==> src/inc/wdog_monitor_pkg.sv <==
// Purpose: shared constants and types for the watchdog service and monitor flag block
// Assumes: registers reached over AXI4-Lite, 32-bit data, one aligned word each
// Notes:   register byte address is four times its index
package wdog_monitor_pkg;

  // ****************************************
  // bus geometry
  // ****************************************
  localparam int unsigned ADDR_W = 8;
  localparam int unsigned DATA_W = 32;
  localparam int unsigned IDX_W  = 6;

  // ****************************************
  // register indices
  // ****************************************
  localparam logic [IDX_W-1:0] IDX_WDOG_SERVICE = 6'h0F;
  localparam logic [IDX_W-1:0] IDX_THERMAL_CTRL = 6'h10;
  localparam logic [IDX_W-1:0] IDX_SUPPLY_MON   = 6'h11;
  localparam logic [IDX_W-1:0] IDX_WDOG_CFG     = 6'h12;
  localparam logic [IDX_W-1:0] IDX_IRQ_STATUS   = 6'h13;
  localparam logic [IDX_W-1:0] IDX_IRQ_ENABLE   = 6'h14;
  localparam logic [IDX_W-1:0] IDX_IRQ_CLEAR    = 6'h15;

  // ****************************************
  // field positions and values
  // ****************************************
  localparam int unsigned CHG_FLAG_BIT   = 0;
  localparam int unsigned IRQ_EN_BIT     = 1;
  localparam int unsigned DETECT_BIT     = 2;
  localparam int unsigned SENSE_EN_BIT   = 3;
  localparam int unsigned SRC_SEL_BIT    = 5;
  localparam int unsigned CFG_WINDOW_BIT = 7;
  localparam int unsigned RATE_W         = 3;
  localparam int unsigned EVT_THERMAL    = 0;
  localparam int unsigned EVT_SUPPLY     = 1;
  localparam int unsigned EVT_WDOG       = 2;
  localparam int unsigned CNT_W          = 18;
  localparam logic [7:0]  SERVICE_ARM    = 8'h55;
  localparam logic [7:0]  SERVICE_KICK   = 8'hAA;
  localparam logic [RATE_W-1:0] RATE_OFF = 3'h0;
  localparam logic [1:0]  RESP_OKAY      = 2'h0;
  localparam logic [1:0]  RESP_SLVERR    = 2'h2;

  // ****************************************
  // reset values and timing
  // ****************************************
  localparam logic [7:0]  THERMAL_CTRL_RST = 8'h00;
  localparam logic [7:0]  SUPPLY_MON_RST   = 8'h00;
  localparam logic [7:0]  WDOG_CFG_RST     = 8'h00;
  localparam logic [2:0]  IRQ_ENABLE_RST   = 3'h0;
  // time-out as a power of two of clock cycles, rate codes 7 down to 1
  localparam logic [7:1][4:0] WDOG_SHIFT_DEFAULT =
    {5'h11, 5'h10, 5'h0F, 5'h0D, 5'h0B, 5'h09, 5'h07};

  // ****************************************
  // types
  // ****************************************
  typedef enum logic [0:0] {
    SEQ_IDLE  = 1'b0,
    SEQ_ARMED = 1'b1
  } service_seq_t;

  typedef struct packed {
    logic [IDX_W-1:0]  idx;
    logic [DATA_W-1:0] data;
    logic [3:0]        strb;
  } reg_write_t;

  typedef struct packed {
    logic thermal;
    logic supply;
  } detect_pair_t;

endpackage

==> src/wdog_monitor.sv <==
// Purpose: watchdog service sequencing plus thermal and low-supply monitor flags
// Assumes: detect inputs are asynchronous levels; reset controller takes a one-cycle request
// Notes:   AXI4-Lite slave, one write and one read outstanding
`timescale 1ns/1ps

module wdog_monitor
  import wdog_monitor_pkg::*;
#(
  parameter logic [7:1][4:0] WDOG_SHIFT = WDOG_SHIFT_DEFAULT
) (
  input  wire logic              aclk,
  input  wire logic              aresetn,
  input  wire logic [ADDR_W-1:0] awaddr,
  input  wire logic              awvalid,
  output logic                   awready,
  input  wire logic [DATA_W-1:0] wdata,
  input  wire logic [3:0]        wstrb,
  input  wire logic              wvalid,
  output logic                   wready,
  output logic [1:0]             bresp,
  output logic                   bvalid,
  input  wire logic              bready,
  input  wire logic [ADDR_W-1:0] araddr,
  input  wire logic              arvalid,
  output logic                   arready,
  output logic [DATA_W-1:0]      rdata,
  output logic [1:0]             rresp,
  output logic                   rvalid,
  input  wire logic              rready,
  input  wire logic              high_temp_detect,
  input  wire logic              low_supply_detect,
  output logic                   wdog_reset_req,
  output logic                   thermal_irq,
  output logic                   low_supply_irq,
  output logic                   irq,
  output logic                   sense_enable,
  output logic                   analog_source_select
);

  // ****************************************
  // helpers
  // ****************************************
  function automatic logic mapped(input logic [IDX_W-1:0] idx);
    mapped = (idx >= IDX_WDOG_SERVICE) && (idx <= IDX_IRQ_CLEAR);
  endfunction

  // ****************************************
  // state declarations
  // ****************************************
  logic              aw_full_r,  aw_full_nxt;
  logic [IDX_W-1:0]  aw_idx_r,   aw_idx_nxt;
  logic              w_full_r,   w_full_nxt;
  logic [DATA_W-1:0] wdata_r,    wdata_nxt;
  logic [3:0]        wstrb_r,    wstrb_nxt;
  logic              awready_r,  awready_nxt;
  logic              wready_r,   wready_nxt;
  logic              bvalid_r,   bvalid_nxt;
  logic [1:0]        bresp_r,    bresp_nxt;
  logic              arready_r,  arready_nxt;
  logic              rvalid_r,   rvalid_nxt;
  logic [DATA_W-1:0] rdata_r,    rdata_nxt;
  logic [1:0]        rresp_r,    rresp_nxt;

  detect_pair_t      sync1_r,    sync1_nxt;
  detect_pair_t      sync2_r,    sync2_nxt;
  detect_pair_t      prev_r,     prev_nxt;
  logic              src_sel_r,  src_sel_nxt;
  logic              sense_en_r, sense_en_nxt;
  logic              therm_ie_r, therm_ie_nxt;
  logic              therm_fl_r, therm_fl_nxt;
  logic              sup_ie_r,   sup_ie_nxt;
  logic              sup_fl_r,   sup_fl_nxt;
  logic              wdog_ie_r,  wdog_ie_nxt;
  logic              wdog_ev_r,  wdog_ev_nxt;
  logic [RATE_W-1:0] rate_r,     rate_nxt;
  logic              window_r,   window_nxt;
  service_seq_t      seq_r,      seq_nxt;
  logic [CNT_W-1:0]  cnt_r,      cnt_nxt;
  logic              bite_r,     bite_nxt;
  logic              t_irq_r,    t_irq_nxt;
  logic              s_irq_r,    s_irq_nxt;
  logic              irq_r,      irq_nxt;

  logic              wr_fire;
  reg_write_t        wr_req;
  logic [DATA_W-1:0] rd_word;
  logic [CNT_W-1:0]  period;
  logic [CNT_W-1:0]  cnt_last;
  logic [CNT_W-1:0]  win_open;
  logic              svc_wr;
  logic              early;
  logic              timeout;
  logic              restart;

  assign wr_fire = aw_full_r && w_full_r && !bvalid_r;
  assign wr_req  = '{idx: aw_idx_r, data: wdata_r, strb: wstrb_r};

  // ****************************************
  // register read mux
  // ****************************************
  always_comb begin
    rd_word = '0;
    case (araddr[ADDR_W-1:2])
      // service register has no readable state
      IDX_WDOG_SERVICE: rd_word = '0;
      IDX_THERMAL_CTRL: begin
        rd_word[SRC_SEL_BIT]  = src_sel_r;
        rd_word[SENSE_EN_BIT] = sense_en_r;
        rd_word[DETECT_BIT]   = sync2_r.thermal;
        rd_word[IRQ_EN_BIT]   = therm_ie_r;
        rd_word[CHG_FLAG_BIT] = therm_fl_r;
      end
      IDX_SUPPLY_MON: begin
        rd_word[DETECT_BIT]   = sync2_r.supply;
        rd_word[IRQ_EN_BIT]   = sup_ie_r;
        rd_word[CHG_FLAG_BIT] = sup_fl_r;
      end
      IDX_WDOG_CFG: begin
        rd_word[RATE_W-1:0]     = rate_r;
        rd_word[CFG_WINDOW_BIT] = window_r;
      end
      IDX_IRQ_STATUS: begin
        rd_word[EVT_THERMAL] = therm_fl_r;
        rd_word[EVT_SUPPLY]  = sup_fl_r;
        rd_word[EVT_WDOG]    = wdog_ev_r;
      end
      IDX_IRQ_ENABLE: begin
        rd_word[EVT_THERMAL] = therm_ie_r;
        rd_word[EVT_SUPPLY]  = sup_ie_r;
        rd_word[EVT_WDOG]    = wdog_ie_r;
      end
      default: rd_word = '0;
    endcase
  end

  // ****************************************
  // AXI4-Lite slave
  // ****************************************
  always_comb begin
    aw_full_nxt = aw_full_r;
    aw_idx_nxt  = aw_idx_r;
    w_full_nxt  = w_full_r;
    wdata_nxt   = wdata_r;
    wstrb_nxt   = wstrb_r;
    bvalid_nxt  = bvalid_r;
    bresp_nxt   = bresp_r;
    arready_nxt = arready_r;
    rvalid_nxt  = rvalid_r;
    rdata_nxt   = rdata_r;
    rresp_nxt   = rresp_r;
    if (awvalid && awready_r) begin
      aw_full_nxt = 1'b1;
      aw_idx_nxt  = awaddr[ADDR_W-1:2];
    end
    if (wvalid && wready_r) begin
      w_full_nxt = 1'b1;
      wdata_nxt  = wdata;
      wstrb_nxt  = wstrb;
    end
    if (bvalid_r && bready) begin
      bvalid_nxt = 1'b0;
    end
    if (wr_fire) begin
      aw_full_nxt = 1'b0;
      w_full_nxt  = 1'b0;
      bvalid_nxt  = 1'b1;
      bresp_nxt   = mapped(aw_idx_r) ? RESP_OKAY : RESP_SLVERR;
    end
    if (rvalid_r && rready) begin
      rvalid_nxt  = 1'b0;
      arready_nxt = 1'b1;
    end
    if (arvalid && arready_r) begin
      arready_nxt = 1'b0;
      rvalid_nxt  = 1'b1;
      rdata_nxt   = rd_word;
      rresp_nxt   = mapped(araddr[ADDR_W-1:2]) ? RESP_OKAY : RESP_SLVERR;
    end
    awready_nxt = !aw_full_nxt;
    wready_nxt  = !w_full_nxt;
  end

  always_ff @(posedge aclk) begin
    if (!aresetn) begin
      aw_full_r <= 1'b0;
      aw_idx_r  <= '0;
      w_full_r  <= 1'b0;
      wdata_r   <= '0;
      wstrb_r   <= '0;
      awready_r <= 1'b1;
      wready_r  <= 1'b1;
      bvalid_r  <= 1'b0;
      bresp_r   <= RESP_OKAY;
      arready_r <= 1'b1;
      rvalid_r  <= 1'b0;
      rdata_r   <= '0;
      rresp_r   <= RESP_OKAY;
    end else begin
      aw_full_r <= aw_full_nxt;
      aw_idx_r  <= aw_idx_nxt;
      w_full_r  <= w_full_nxt;
      wdata_r   <= wdata_nxt;
      wstrb_r   <= wstrb_nxt;
      awready_r <= awready_nxt;
      wready_r  <= wready_nxt;
      bvalid_r  <= bvalid_nxt;
      bresp_r   <= bresp_nxt;
      arready_r <= arready_nxt;
      rvalid_r  <= rvalid_nxt;
      rdata_r   <= rdata_nxt;
      rresp_r   <= rresp_nxt;
    end
  end

  // ****************************************
  // watchdog period arithmetic
  // ****************************************
  always_comb begin
    if (rate_r == RATE_OFF) begin
      period = '0;
    end else begin
      period = CNT_W'(1) << WDOG_SHIFT[rate_r];
    end
    cnt_last = period - CNT_W'(1);
    win_open = period - (period >> 2);
  end

  // ****************************************
  // watchdog, monitor flags, interrupts
  // ****************************************
  always_comb begin
    sync1_nxt    = '{thermal: high_temp_detect, supply: low_supply_detect};
    sync2_nxt    = sync1_r;
    prev_nxt     = sync2_r;
    src_sel_nxt  = src_sel_r;
    sense_en_nxt = sense_en_r;
    therm_ie_nxt = therm_ie_r;
    sup_ie_nxt   = sup_ie_r;
    wdog_ie_nxt  = wdog_ie_r;
    rate_nxt     = rate_r;
    window_nxt   = window_r;
    seq_nxt      = seq_r;
    therm_fl_nxt = therm_fl_r;
    sup_fl_nxt   = sup_fl_r;
    wdog_ev_nxt  = wdog_ev_r;
    bite_nxt     = 1'b0;
    restart      = 1'b0;
    // disabled watchdog drops service writes
    svc_wr  = wr_fire && wr_req.strb[0] && (wr_req.idx == IDX_WDOG_SERVICE)
              && (rate_r != RATE_OFF);
    early   = window_r && (cnt_r < win_open);
    timeout = (rate_r != RATE_OFF) && (cnt_r == cnt_last);

    if (svc_wr) begin
      if (early) begin
        bite_nxt = 1'b1;
      end else if (wr_req.data[7:0] == SERVICE_ARM) begin
        seq_nxt = SEQ_ARMED;
      end else if (wr_req.data[7:0] == SERVICE_KICK) begin
        case (seq_r)
          SEQ_ARMED: begin
            restart = 1'b1;
            seq_nxt = SEQ_IDLE;
          end
          default: seq_nxt = seq_r;
        endcase
      end else begin
        bite_nxt = 1'b1;
      end
    end
    // a pair completed on the last cycle still counts
    if (timeout && !restart) begin
      bite_nxt = 1'b1;
    end

    if (wr_fire && wr_req.strb[0]) begin
      case (wr_req.idx)
        IDX_THERMAL_CTRL: begin
          src_sel_nxt  = wr_req.data[SRC_SEL_BIT];
          sense_en_nxt = wr_req.data[SENSE_EN_BIT];
          therm_ie_nxt = wr_req.data[IRQ_EN_BIT];
          if (wr_req.data[CHG_FLAG_BIT]) begin
            therm_fl_nxt = 1'b0;
          end
        end
        IDX_SUPPLY_MON: begin
          sup_ie_nxt = wr_req.data[IRQ_EN_BIT];
          if (wr_req.data[CHG_FLAG_BIT]) begin
            sup_fl_nxt = 1'b0;
          end
        end
        IDX_WDOG_CFG: begin
          rate_nxt   = wr_req.data[RATE_W-1:0];
          window_nxt = wr_req.data[CFG_WINDOW_BIT];
          restart    = 1'b1;
          seq_nxt    = SEQ_IDLE;
        end
        IDX_IRQ_ENABLE: begin
          therm_ie_nxt = wr_req.data[EVT_THERMAL];
          sup_ie_nxt   = wr_req.data[EVT_SUPPLY];
          wdog_ie_nxt  = wr_req.data[EVT_WDOG];
        end
        IDX_IRQ_CLEAR: begin
          if (wr_req.data[EVT_THERMAL]) begin
            therm_fl_nxt = 1'b0;
          end
          if (wr_req.data[EVT_SUPPLY]) begin
            sup_fl_nxt = 1'b0;
          end
          if (wr_req.data[EVT_WDOG]) begin
            wdog_ev_nxt = 1'b0;
          end
        end
        default: wdog_ev_nxt = wdog_ev_nxt;
      endcase
    end

    // set wins over a clear in the same cycle
    if (sync2_r.thermal != prev_r.thermal) begin
      therm_fl_nxt = 1'b1;
    end
    if (sync2_r.supply != prev_r.supply) begin
      sup_fl_nxt = 1'b1;
    end
    if (bite_nxt) begin
      wdog_ev_nxt = 1'b1;
      seq_nxt     = SEQ_IDLE;
    end

    if (bite_nxt || restart || (rate_nxt == RATE_OFF)) begin
      cnt_nxt = '0;
    end else begin
      cnt_nxt = cnt_r + CNT_W'(1);
    end
    t_irq_nxt = therm_fl_nxt && therm_ie_nxt;
    s_irq_nxt = sup_fl_nxt && sup_ie_nxt;
    irq_nxt   = t_irq_nxt || s_irq_nxt || (wdog_ev_nxt && wdog_ie_nxt);
  end

  always_ff @(posedge aclk) begin
    if (!aresetn) begin
      sync1_r    <= '0;
      sync2_r    <= '0;
      prev_r     <= '0;
      src_sel_r  <= THERMAL_CTRL_RST[SRC_SEL_BIT];
      sense_en_r <= THERMAL_CTRL_RST[SENSE_EN_BIT];
      therm_ie_r <= THERMAL_CTRL_RST[IRQ_EN_BIT];
      therm_fl_r <= THERMAL_CTRL_RST[CHG_FLAG_BIT];
      sup_ie_r   <= SUPPLY_MON_RST[IRQ_EN_BIT];
      sup_fl_r   <= SUPPLY_MON_RST[CHG_FLAG_BIT];
      wdog_ie_r  <= IRQ_ENABLE_RST[EVT_WDOG];
      wdog_ev_r  <= 1'b0;
      rate_r     <= WDOG_CFG_RST[RATE_W-1:0];
      window_r   <= WDOG_CFG_RST[CFG_WINDOW_BIT];
      seq_r      <= SEQ_IDLE;
      cnt_r      <= '0;
      bite_r     <= 1'b0;
      t_irq_r    <= 1'b0;
      s_irq_r    <= 1'b0;
      irq_r      <= 1'b0;
    end else begin
      sync1_r    <= sync1_nxt;
      sync2_r    <= sync2_nxt;
      prev_r     <= prev_nxt;
      src_sel_r  <= src_sel_nxt;
      sense_en_r <= sense_en_nxt;
      therm_ie_r <= therm_ie_nxt;
      therm_fl_r <= therm_fl_nxt;
      sup_ie_r   <= sup_ie_nxt;
      sup_fl_r   <= sup_fl_nxt;
      wdog_ie_r  <= wdog_ie_nxt;
      wdog_ev_r  <= wdog_ev_nxt;
      rate_r     <= rate_nxt;
      window_r   <= window_nxt;
      seq_r      <= seq_nxt;
      cnt_r      <= cnt_nxt;
      bite_r     <= bite_nxt;
      t_irq_r    <= t_irq_nxt;
      s_irq_r    <= s_irq_nxt;
      irq_r      <= irq_nxt;
    end
  end

  assign awready              = awready_r;
  assign wready               = wready_r;
  assign bvalid               = bvalid_r;
  assign bresp                = bresp_r;
  assign arready              = arready_r;
  assign rvalid               = rvalid_r;
  assign rdata                = rdata_r;
  assign rresp                = rresp_r;
  assign wdog_reset_req       = bite_r;
  assign thermal_irq          = t_irq_r;
  assign low_supply_irq       = s_irq_r;
  assign irq                  = irq_r;
  assign sense_enable         = sense_en_r;
  assign analog_source_select = src_sel_r;
endmodule

==> config.mk <==
export PLATFORM = sky130hd
export DESIGN_NAME = wdog_monitor
export DESIGN_NICKNAME = d
export VERILOG_FILES = /design/src/inc/wdog_monitor_pkg.sv /design/src/wdog_monitor.sv
export SDC_FILE = /design/constraint.sdc
export NUM_CORES = 1
export LEC_CHECK = 0
export BUFFER_PORTS_ARGS = -buffer_cell sky130_fd_sc_hd__buf_4
export CORE_AREA = 2 2 119 86
export DETAILED_ROUTE_END_ITERATION = 7
export DIE_AREA = 0 0 121 88
export GPL_ROUTABILITY_DRIVEN = 0
export PLACE_DENSITY = 0.83
export SKIP_CTS_REPAIR_TIMING = 1
export SLEW_MARGIN = 0
export SYNTH_ARGS = -nofsm -noshare
export SYNTH_HDL_FRONTEND = slang
export SYNTH_SLANG_ARGS = --single-unit
==> constraint.sdc <==
create_clock -name aclk -period 8.14 [get_ports aclk]
set_input_delay 1.221 -clock aclk [delete_from_list [all_inputs] [get_ports aclk]]
set_output_delay 1.221 -clock aclk [all_outputs]
set_load 0.02 [all_outputs]
==> flow_summary.ini <==
[cts]
clock_latency_ps = 330
cts_buffers = 9
clock_path_buffers = 2
clk_pin_slew_ps = 60
cts-root-buf = clkbuf_16
cts_tree = built
clock_sinks = 76
ctsHtreeMaxLevel = 3

[timing]
fmax_mhz = 157
relSlewSlack_pct = 41.7
finalHoldViolCount = 0
setup_violations = 0
drv_slew = 0
timing.setup.tns_ps = 0
finalClockSkew_ps = 3.49
min_period_over_period_pct = 78.2
grt_setup_unrepaired = no
fin_crit_ps = 6370
tightest_slew_ps = 873

[layout]
drive_gt1_share_pct = 11.6
fin_nets = 817
areaGrowthSynthToFinish_pct = 11.3
antenna_cells = 0
fillers = 782
finalInstanceArea_mm2 = 0.00610

[power_and_ir_drop]
powerDensity_mw_per_mm2 = 148
leakagePower_uw = 0.00258
power_uw = 901
peakVddDrop_v = 0.000154

[synthesis]
synth_top_family_by_area = simple AND/OR/NAND/NOR gates
synthTopCellsByCount = dfxtp_1, nand2_1, nor2_1
yosys_register_bits = 76
yosysSeqAreaShare_pct = 27.7
ys_warn_count = 0
yosysTopAreaCellShare_pct = 27.7
synth-edff-count = 0
ys.flop_type = dfxtp_1
synthTopCellsByArea = dfxtp_1, ha_1, nand2_1
synth-compound-area-share_pct = 17.8
synth_xor_area_share_pct = 6.87
synth_fa_ha_area_share_pct = 8.58
synth_area_mm2 = 0.00548
synth.most_common_cell = dfxtp_1
synthMuxAreaShare_pct = 3.01
synthSimpleGateAreaFrac_pct = 27.1
synth_cell_types = 62
avgSynthCellArea_um2 = 7.96
synth_area_leader_cell = dfxtp_1
syn_inst = 689
async_flop_share_pct = 0

[floorplan]
row_count = 30
initial_core_util_pct = 57.7
die-area_mm2 = 0.0106
ioPinCount = 108
core_area_mm2 = 0.00950
dieHeight_um = 88
die_x_um = 121

[grt]
grt_first_pass_wirelength_um = 21600
grt_pass1_vias = 4612
grt_antenna_before_repair = 0
grt_remaining_overflow = 0
grt_max_degree = 53
track_usage_pct = 25.1

[worst_setup_path]
critPathArrivalTime_ps = 6620
slowest_delay_ps = 840
crit_path_max_fanout = 27
start_kind = flip-flop
crit_buf_inv = 2
crit_path_cell_trace = or3b_2 -> nor4_1 -> buf_4 -> ha_1 -> inv_1 -> fa_1 -> a211oi_1 -> nor2_1 -> o211ai_1 -> a31oi_1 -> nand4_1 -> nand4b_1 -> a21oi_1 -> xnor2_1 -> ha_1 -> nor2b_1 -> o21ai_0 -> o21ai_0 -> or4b_4 -> a41oi_2 -> or4b_1 -> nor2_1
path_class = flip-flop to flip-flop
critPathTopFamily = simple AND/OR/NAND/NOR gates
worst_setup_path_end_kind = flip-flop
critPathRequiredTime_ps = 8400
crit_slowest_cell = dfxtp_1

[routing]
drc = 0
viasPerCell = 5.88
post_drt_wl_per_cell_um = 15.6
vias = 5006
routed_wl_um = 13300
drt-pass1-iter-count = 5
postRouteAntennaNets = 0
drt_iter0_drc = 520

[placed_design]
io_buffers = 48
dpl_cell_area_mm2 = 0.00577
hpwl_um = 9920

[hold_path]
hold_class = flip-flop to flip-flop

[run_status]
status = finished clean

[run]
cap_viol_max_count = 0
[path summary, 6_finish.rpt]
| check | cells past startpoint | slack (ps) | endpoint | startpoint |
|---|---|---|---|---|
| max | 22 | 1770 | cnt_r[12] | flip-flop |
| min | 1 | 430 | prev_nxt[0] | sync1_r[0] |
| max reg2reg | 22 | 1770 | cnt_r[12] | flip-flop |
| min reg2reg | 1 | 430 | prev_nxt[0] | sync1_r[0] |
[logic make-up after synthesis]
group / count (synthesis)
compound gates: 146
mux: 15
other cells: 1
simple gates: 277
flops: 76
fa+ha+maj: 37
buf+inv: 94
xor+xnor: 43
[cells in the final DEF, fill, tap and decap left out, drive strengths merged, types with 8 or more instances in the layout]
master	n
a21boi	19
a21oi	38
a31oi	8
and2	10
and3	14
buf	49
clkbuf	13
conb	28
dfxtp	76
ha	36
inv	37
mux2i	12
nand2	61
nand2b	21
nand3	39
nand4	12
nor2	46
nor2b	21
nor3	13
nor4	9
o21ai	24
or3	8
xnor2	19
xor2	24
[state kept, by name (all words and copies together), names as in the netlist, 2 cells and up, named ones only]
register  cells
prev_r        2
prev_nxt      2
rdata         6
rate_r        3
aw_idx_r      6
cnt_r        18
wdata_r       8
sync1_r       2
[through the flow]
stage	cells	hold slack (ps)	setup WS (ps)	util [%]
2_1_floorplan	716	412	2950	-
3_3_place_gp	836	425	2060	60.7
3_5_place_dp	836	422	1850	60.7
4_1_cts	852	436	1830	64.3
5_1_grt	852	448	1340	64.3
6_report	852	431	1770	64.3
[where the power goes]
group	total (uW)	internal (uW)	switching [uW]
combinational	64.7	25.9	38.8
clock	442	293	149
sequential	394	383	11.3
total	901	702	199
[area by class of cell]
class / count / area (um^2) / area share (%)
Clock inverter: 3 / 67.6 / 1.11
Timing Repair Buffer: 49 / 368 / 6.03
Sequential cell: 76 / 1520 / 24.9
Inverter: 37 / 139 / 2.28
Tap cell: 128 / 160 / 2.62
Clock buffer: 13 / 270 / 4.43
Multi-Input combinational cell: 546 / 3580 / 58.6
[layer usage]
metal  vias to the layer above  global-route usage (%)  share of wire, %
li1                       2442                       -                 -
met1                      2315                    34.4                46
met2                       222                    39.0                44
met3                        27                    6.51               8.5
met4                         0                    7.72               1.1
met5                         -                       0                 0
No activity file was read; power rests on OpenSTA's default activity.
